==> src/asrc_pkg.sv <==
package asrc_pkg;
  localparam int ASRC_ADDR_W = 17;
  localparam int ASRC_DATA_W = 16;
  localparam int ASRC_LANE_W = 8;
  localparam int ASRC_CLK_PERIOD_PS = 40000;
  // Grade timing figures, 10 ns grade, in picoseconds
  localparam int ASRC_WRITE_PULSE_WIDTH_PS = 7000;
  localparam int ASRC_SELECT_LOW_TO_WRITE_END_PS = 7000;
  localparam int ASRC_LANE_ENABLE_TO_WRITE_END_PS = 7000;
  localparam int ASRC_DATA_SETUP_BEFORE_WRITE_END_PS = 5000;
  localparam int ASRC_WRITE_LOW_TO_FLOAT_TIME_PS = 5000;
  localparam int ASRC_READ_CYCLE_PS = 10000;
  localparam int ASRC_ADDR_TO_DATA_PS = 10000;
  localparam int ASRC_BUS_TURN_PS = 5000;
  // Least times round up, never below one cycle
  function automatic int asrc_cycles(input int ps);
    int c;
    c = (ps + ASRC_CLK_PERIOD_PS - 1) / ASRC_CLK_PERIOD_PS;
    return (c < 1) ? 1 : c;
  endfunction
  localparam int ASRC_WR_PULSE_CYC = asrc_cycles(ASRC_DATA_SETUP_BEFORE_WRITE_END_PS
                                                 + ASRC_WRITE_LOW_TO_FLOAT_TIME_PS);
  localparam int ASRC_WR_SEL_CYC = asrc_cycles(ASRC_SELECT_LOW_TO_WRITE_END_PS);
  localparam int ASRC_WR_LANE_CYC = asrc_cycles(ASRC_LANE_ENABLE_TO_WRITE_END_PS);
  localparam int ASRC_WR_MIN_CYC = asrc_cycles(ASRC_WRITE_PULSE_WIDTH_PS);
  localparam int ASRC_RD_CYC = asrc_cycles(ASRC_ADDR_TO_DATA_PS);
  localparam int ASRC_TURN_CYC = asrc_cycles(ASRC_BUS_TURN_PS);
  localparam int ASRC_CNT_W = 4;
  localparam logic [1:0] ASRC_LANES_OFF = 2'h3;
  typedef enum logic [2:0] {
    ASRC_IDLE = 3'h0,
    ASRC_RD_ACCESS = 3'h1,
    ASRC_RD_DONE = 3'h3,
    ASRC_WR_SETUP = 3'h4,
    ASRC_WR_PULSE = 3'h5,
    ASRC_WR_HOLD = 3'h7,
    ASRC_TURN = 3'h2
  } asrc_state_e;
endpackage

==> src/asrc_sram_ctrl.sv <==
`timescale 1ns/1ps
// Notes on behaviour
// - Write needs select, write, lane low together
// - Write ends on first rising control edge
// - Data timed from the terminating edge
// - Never drive while memory drives bus
// - Write enable high throughout every read
// - Address valid before select falls on writes; reads set both on the same edge
// - Write pulse covers setup plus float time
// - Select low long enough before write end
// - Lane enable low long enough before end
module asrc_sram_ctrl
  import asrc_pkg::*;
#(
  parameter int ADDR_W = asrc_pkg::ASRC_ADDR_W,
  parameter int DATA_W = asrc_pkg::ASRC_DATA_W
) (
  input wire logic core_clk, // 25 MHz clock
  input wire logic reset_n, // Async reset, active low
  input wire logic req_valid, // Access request
  input wire logic req_write, // 1 write, 0 read
  input wire logic [ADDR_W-1:0] req_addr, // Word address
  input wire logic [DATA_W-1:0] req_wdata, // Write data
  input wire logic [1:0] req_lane, // Lane select, bit1 upper, active high
  output logic req_ready, // Idle, request taken
  output logic rsp_valid, // Read data pulse
  output logic [DATA_W-1:0] rsp_rdata, // Read data, disabled lanes zero
  output logic wr_done, // Write finished pulse
  output logic chip_select_n, // Memory chip select
  output logic write_enable_n, // Memory write enable
  output logic output_enable_n, // Memory output enable
  output logic upper_byte_lane_n, // Upper lane enable
  output logic lower_byte_lane_n, // Lower lane enable
  output logic [ADDR_W-1:0] address_bus, // Memory address
  output logic [DATA_W-1:0] data_bus_out, // Data driven to memory
  output logic data_bus_oe, // High while driving data
  input wire logic [DATA_W-1:0] data_bus_in // Data from memory
);
  import asrc_pkg::*;

  ////////////////////////////////////////////////////////////////////////
  asrc_state_e state;
  asrc_state_e next_state;
  logic [1:0] lane;
  logic [1:0] next_lane;
  logic next_req_ready;
  logic next_rsp_valid;
  logic [DATA_W-1:0] next_rsp_rdata;
  logic next_wr_done;
  logic next_chip_select_n;
  logic next_write_enable_n;
  logic next_output_enable_n;
  logic next_upper_byte_lane_n;
  logic next_lower_byte_lane_n;
  logic [ADDR_W-1:0] next_address_bus;
  logic [DATA_W-1:0] next_data_bus_out;
  logic next_data_bus_oe;
  logic tmr_load;
  logic [ASRC_CNT_W-1:0] tmr_value;
  logic tmr_expired;

  // Keeps only the lanes actually read
  function automatic logic [DATA_W-1:0] lane_mask(input logic [1:0] sel,
                                                  input logic [DATA_W-1:0] d);
    logic [DATA_W-1:0] m;
    m = '0;
    if (sel[0]) m[ASRC_LANE_W-1:0] = d[ASRC_LANE_W-1:0];
    if (sel[1]) m[DATA_W-1:ASRC_LANE_W] = d[DATA_W-1:ASRC_LANE_W];
    return m;
  endfunction

  localparam int WR_LOW_CYC_RAW = (ASRC_WR_PULSE_CYC > ASRC_WR_SEL_CYC) ?
                                  ASRC_WR_PULSE_CYC : ASRC_WR_SEL_CYC;
  localparam int WR_LOW_CYC_A = (WR_LOW_CYC_RAW > ASRC_WR_LANE_CYC) ?
                                WR_LOW_CYC_RAW : ASRC_WR_LANE_CYC;
  localparam int WR_LOW_CYC = (WR_LOW_CYC_A > ASRC_WR_MIN_CYC) ? WR_LOW_CYC_A : ASRC_WR_MIN_CYC;

  asrc_wait_timer #(
    .WIDTH(ASRC_CNT_W)
  ) u_timer (
    .core_clk(core_clk),
    .reset_n(reset_n),
    .load(tmr_load),
    .load_value(tmr_value),
    .expired(tmr_expired)
  );

  ////////////////////////////////////////////////////////////////////////
  always_comb begin
    next_state = state;
    next_lane = lane;
    next_req_ready = req_ready;
    next_rsp_valid = 1'b0;
    next_rsp_rdata = rsp_rdata;
    next_wr_done = 1'b0;
    next_chip_select_n = chip_select_n;
    next_write_enable_n = write_enable_n;
    next_output_enable_n = output_enable_n;
    next_upper_byte_lane_n = upper_byte_lane_n;
    next_lower_byte_lane_n = lower_byte_lane_n;
    next_address_bus = address_bus;
    next_data_bus_out = data_bus_out;
    next_data_bus_oe = data_bus_oe;
    tmr_load = 1'b0;
    tmr_value = '0;
    unique case (state)
      ASRC_IDLE: begin
        if (req_valid && req_ready && req_lane != 2'h0) begin
          next_req_ready = 1'b0;
          next_lane = req_lane;
          next_address_bus = req_addr;
          if (req_write) begin
            // Output enable high so the memory floats during the write
            next_output_enable_n = 1'b1;
            next_data_bus_out = req_wdata;
            next_state = ASRC_WR_SETUP;
          end else begin
            next_write_enable_n = 1'b1;
            next_chip_select_n = 1'b0;
            next_output_enable_n = 1'b0;
            next_lower_byte_lane_n = !req_lane[0];
            next_upper_byte_lane_n = !req_lane[1];
            tmr_load = 1'b1;
            tmr_value = ASRC_CNT_W'(ASRC_RD_CYC);
            next_state = ASRC_RD_ACCESS;
          end
        end
      end
      ASRC_RD_ACCESS: begin
        if (tmr_expired) begin
          next_state = ASRC_RD_DONE;
        end
      end
      ASRC_RD_DONE: begin
        // Error correction is internal; data is taken as delivered
        next_rsp_rdata = lane_mask(lane, data_bus_in);
        next_rsp_valid = 1'b1;
        next_chip_select_n = 1'b1;
        next_output_enable_n = 1'b1;
        next_lower_byte_lane_n = 1'b1;
        next_upper_byte_lane_n = 1'b1;
        tmr_load = 1'b1;
        tmr_value = ASRC_CNT_W'(ASRC_TURN_CYC);
        next_state = ASRC_TURN;
      end
      ASRC_WR_SETUP: begin
        // Address settles a cycle before select falls; data drive starts with select
        next_data_bus_oe = 1'b1;
        next_chip_select_n = 1'b0;
        next_write_enable_n = 1'b0;
        next_lower_byte_lane_n = !lane[0];
        next_upper_byte_lane_n = !lane[1];
        tmr_load = 1'b1;
        tmr_value = ASRC_CNT_W'(WR_LOW_CYC);
        next_state = ASRC_WR_PULSE;
      end
      ASRC_WR_PULSE: begin
        if (tmr_expired) begin
          // Write enable alone terminates; data held past that edge
          next_write_enable_n = 1'b1;
          next_state = ASRC_WR_HOLD;
        end
      end
      ASRC_WR_HOLD: begin
        next_chip_select_n = 1'b1;
        next_lower_byte_lane_n = 1'b1;
        next_upper_byte_lane_n = 1'b1;
        next_data_bus_oe = 1'b0;
        next_wr_done = 1'b1;
        tmr_load = 1'b1;
        tmr_value = ASRC_CNT_W'(ASRC_TURN_CYC);
        next_state = ASRC_TURN;
      end
      ASRC_TURN: begin
        // Gap lets the memory float before anyone drives again
        if (tmr_expired) begin
          next_req_ready = 1'b1;
          next_state = ASRC_IDLE;
        end
      end
      default: begin
        next_state = ASRC_IDLE;
        next_req_ready = 1'b1;
      end
    endcase
  end

  always_ff @(posedge core_clk or negedge reset_n) begin
    if (!reset_n) begin
      state <= ASRC_IDLE;
      lane <= 2'h0;
      req_ready <= 1'b1;
      rsp_valid <= 1'b0;
      rsp_rdata <= '0;
      wr_done <= 1'b0;
      chip_select_n <= 1'b1;
      write_enable_n <= 1'b1;
      output_enable_n <= 1'b1;
      upper_byte_lane_n <= ASRC_LANES_OFF[1];
      lower_byte_lane_n <= ASRC_LANES_OFF[0];
      address_bus <= '0;
      data_bus_out <= '0;
      data_bus_oe <= 1'b0;
    end else begin
      state <= next_state;
      lane <= next_lane;
      req_ready <= next_req_ready;
      rsp_valid <= next_rsp_valid;
      rsp_rdata <= next_rsp_rdata;
      wr_done <= next_wr_done;
      chip_select_n <= next_chip_select_n;
      write_enable_n <= next_write_enable_n;
      output_enable_n <= next_output_enable_n;
      upper_byte_lane_n <= next_upper_byte_lane_n;
      lower_byte_lane_n <= next_lower_byte_lane_n;
      address_bus <= next_address_bus;
      data_bus_out <= next_data_bus_out;
      data_bus_oe <= next_data_bus_oe;
    end
  end
endmodule

==> src/asrc_wait_timer.sv <==
`timescale 1ns/1ps
module asrc_wait_timer #(
  parameter int WIDTH = 4
) (
  input wire logic core_clk, // System clock
  input wire logic reset_n, // Async reset, active low
  input wire logic load, // Start a new count
  input wire logic [WIDTH-1:0] load_value, // Cycles to wait
  output logic expired // High when count has run out
);
  logic [WIDTH-1:0] count;
  logic [WIDTH-1:0] next_count;

  always_comb begin
    next_count = count;
    if (load) begin
      next_count = load_value;
    end else if (count != '0) begin
      next_count = count - WIDTH'(1);
    end
  end

  always_ff @(posedge core_clk or negedge reset_n) begin
    if (!reset_n) begin
      count <= '0;
    end else begin
      count <= next_count;
    end
  end

  assign expired = (count == '0) && !load;
endmodule

==> config.mk <==
export PLATFORM = sky130hd
export DESIGN_NAME = asrc_sram_ctrl
export DESIGN_NICKNAME = d
export VERILOG_FILES = /design/src/asrc_pkg.sv /design/src/asrc_sram_ctrl.sv /design/src/asrc_wait_timer.sv
export SDC_FILE = /design/constraint.sdc
export NUM_CORES = 1
export LEC_CHECK = 0
export BUFFER_PORTS_ARGS = -buffer_cell sky130_fd_sc_hd__buf_2
export CAP_MARGIN = 20
export CORE_ASPECT_RATIO = 0.8
export CORE_UTILIZATION = 35
export DETAILED_ROUTE_END_ITERATION = 12
export GPL_TIMING_DRIVEN = 1
export PLACE_DENSITY = 0.6
export SLEW_MARGIN = 10
export SYNTH_ARGS = -nofsm -noshare
export SYNTH_HDL_FRONTEND = slang
export SYNTH_SLANG_ARGS = --single-unit
==> constraint.sdc <==
create_clock -name core_clk -period 3.1 [get_ports core_clk]
set_input_delay 0.155 -clock core_clk [delete_from_list [all_inputs] [get_ports core_clk]]
set_output_delay 0.155 -clock core_clk [all_outputs]
set_load 0.02 [all_outputs]
==> out/summary.txt <==
IO Pins - 113
R2R setup slack - 880 ps
Pleak - 1.915 nW
TritonCTS clock tree - built
GRT Util Overall - 14.76%
pre-CTS setup slack - 859.8 ps
htree depth - 3
Clock Skew - 11.48 ps
Top FF cell, synth - dfrtp_1
Async SR Flop Fraction - 100.0%
die footprint - 0.008291 sq mm
Final Core Density - 48.57%
Fmax - 0.4508 GHz
# rows - 28
PortBufs - 112
r2r endpoint - data_bus_out[1]
syn avg cell area - 12.56 sq um
FF+latch count, synth - 67
setup TNS - 0 ps
Period minus WS final - 2218 ps
DP Wirelength - 4310 microns
critical path depth - 5
top cells by count, synth - 61 x dfrtp_1, 39 x nand2_1, 26 x mux2_1
core area - 0.007532 sq mm
maximum clock path buffer count - 2
period utilization - 71.55%
Worst-Margin Slew - 681.0 ps
via count of the first global-routing pass - 1,900
# nets final - 394
GPL Wtd Cong - 0.8340
DR WL met3 - 578 microns
die height - 81.65 microns
Synth Net Count - 278
Final ANT Viol Nets - 0
detailed-route wire length per cell - 13.14 microns
Max-Slew Margin vs Limit - 54.50%
Worst setup SP type - register
worst min path class - primary input to register
drt first-iter violations - 51
ratio of cells with drive above 1 in the final layout - 45.03%
most common cell in the synthesized netlist - dfrtp_1
Seq/Total Area, Yosys - 60.69%
Antenna diodes - 0
pin count of the biggest net entering global routing - 45
worst setup path start - state[0]
Post-synth EDFFs - 0
largest area contributor in the netlist - dfrtp_1
Crit path required time - 3320 ps
WL final - 5875 microns
synthesized area - 0.002775 sq mm
CP top delay family - simple AND/OR/NAND/NOR gates
synth top area cells - dfrtp_1 55%, mux2_1 11%, mux2_4 6.0%, dfstp_2 5.7%, nand2_1 5.3%
first-pass GRT wire length - 9121 microns
highest routed layer - met4
postcts setup bufs - 0
Synth top area share - 55.00%
wl on met1 - 2750 microns
Max Slew Vio Count - 0
met2 routed WL - 2494 microns
Crit path largest cell delay - 580 ps
setup violators final - 0
Die Wd - 101.6 microns
CTS buffer count - 9
status - complete, no violations
Max-Cap Viols - 0
Residual DRC - 0
initial core utilization - 36.84%
Buf+Inv Stages, Crit Path - 1
pwr dens - 1081 mW/mm^2
setup ws final - 881.8 ps
Via density - 4.541
CP max stage cell - or4b_4
initial antenna violation count - 0
Setup CP Type - register to register
via count - 2,030
clock latency at the later pin of the worst-skew pair - 340 ps
Reg2Reg Depth - 5
GRT Residual Overflow - 0
Critical Path, Cell by Cell - or4b_4, nor2_4, buf_4, nand2_4, mux2_1
clock root cell - clkbuf_8
CTS sink cnt - 67
CP max FO - 20
CP Capture Type - register
Worst IR Drop VDD - 0.4054 mV
RSZ-0062 raised after global routing - no
Synth cell types - 37
clk slew on worst S/H paths - 80 ps
end of the critical path - data_bus_out[1]
Gate Count Post-Synth - 221
Area growth syn-to-layout - 31.83%
final hold vios - 0
Syn. warnings - 0
DRT Pass-1 Iters - 4
Critical R2R Launch - state[0]
WP data arrival - 2440 ps
-- kinds of logic (layout without fill, tap and decap cells) --
kind of cell | count (synthesis) | count (layout) | share of synthesized area [%]
adders and majority gates | 2 | 2 | 0.9016
muxes | 37 | 37 | 16.50
and+or+nand+nor | 78 | 78 | 13.66
AOI/OAI and AO/OA | 19 | 19 | 4.599
xor gates and xnor gates | 3 | 3 | 0.9470
buffers and inverters | 15 | 136 | 2.705
DFF | 67 | 67 | 60.69
-- flip-flops by register name (all words and copies together), names as in the netlist, 2 cells and up --
| signal | cells |
|---|---|
| u_timer.count | 4 |
| address_bus | 17 |
| data_bus_out | 16 |
| state | 3 |
| lane | 2 |
| rsp_rdata | 16 |
-- worst min path at each step --
stage,start,to,cells after the start
after detailed placement,reset_n,data_bus_out[15],1
after global routing,req_wdata[4],data_bus_out[4],2
final,req_wdata[2],data_bus_out[2],2
after global placement,reset_n,data_bus_out[15],1
after floorplan,reset_n,address_bus[0],0
after CTS,req_wdata[2],data_bus_out[2],2
-- what timing repair did --
action,in CTS,in global routing
gates resized for setup,0,0
hold buffers,1,0
endpoints found under the setup margin,0,0
endpoints found under the hold margin,18,0
-- per-stage QoR --
| stage | hold slack (ps) | cell area [sq um] | std cells | power (mW) |
|---|---|---|---|---|
| final | 24.37 | 3659 | 447 | 3.954 |
| after global routing | 12.91 | 3659 | 447 | 4.247 |
| after CTS | 0.8583 | 3659 | 447 | 4.011 |
| after detailed placement | 166.4 | 3426 | 430 | 3.188 |
| after global placement | 173.9 | 3426 | 430 | 3.163 |
| after floorplan | -140.6 | 2775 | 221 | 2.654 |
-- per-layer routing --
metal / track usage [%] / vias to the layer above
met2: 21.28 / 93
met5: 0 / -
met1: 19.48 / 939
met3: 6.723 / 5
met4: 5.217 / 0
li1: - / 993
-- where the power goes --
| group | internal [mW] | switching, mW | leakage [nW] | total, mW |
|---|---|---|---|---|
| logic | 0.666 | 0.919 | 0.987 | 1.59 |
| clock network | 0.458 | 0.344 | 0.110 | 0.802 |
| registers | 1.29 | 0.275 | 0.818 | 1.57 |
-- layout make-up --
cell class	instances	area [sq um]
multi-input cells	139	1016
fillers	703	3874
flip-flops and latches	67	1684
clock inverters	7	98.84
well taps	105	131.4
inverters	5	18.77
clock buffers	9	123.9
repair buffers	115	585.6
-- cells in the final DEF, fill, tap and decap left out, types with 4 or more instances in the layout --
| master | netlist | final |
|---|---|---|
| buf_2 | 0 | 112 |
| clkbuf_8 | 0 | 9 |
| dfrtp_1 | 61 | 61 |
| dfstp_2 | 6 | 6 |
| inv_1 | 4 | 4 |
| mux2_1 | 26 | 26 |
| mux2_4 | 11 | 11 |
| nand2_1 | 39 | 39 |
| nand3_1 | 18 | 18 |
| nor2_1 | 5 | 5 |
| o21ai_0 | 5 | 5 |
Power figures use the tool's default switching activity.
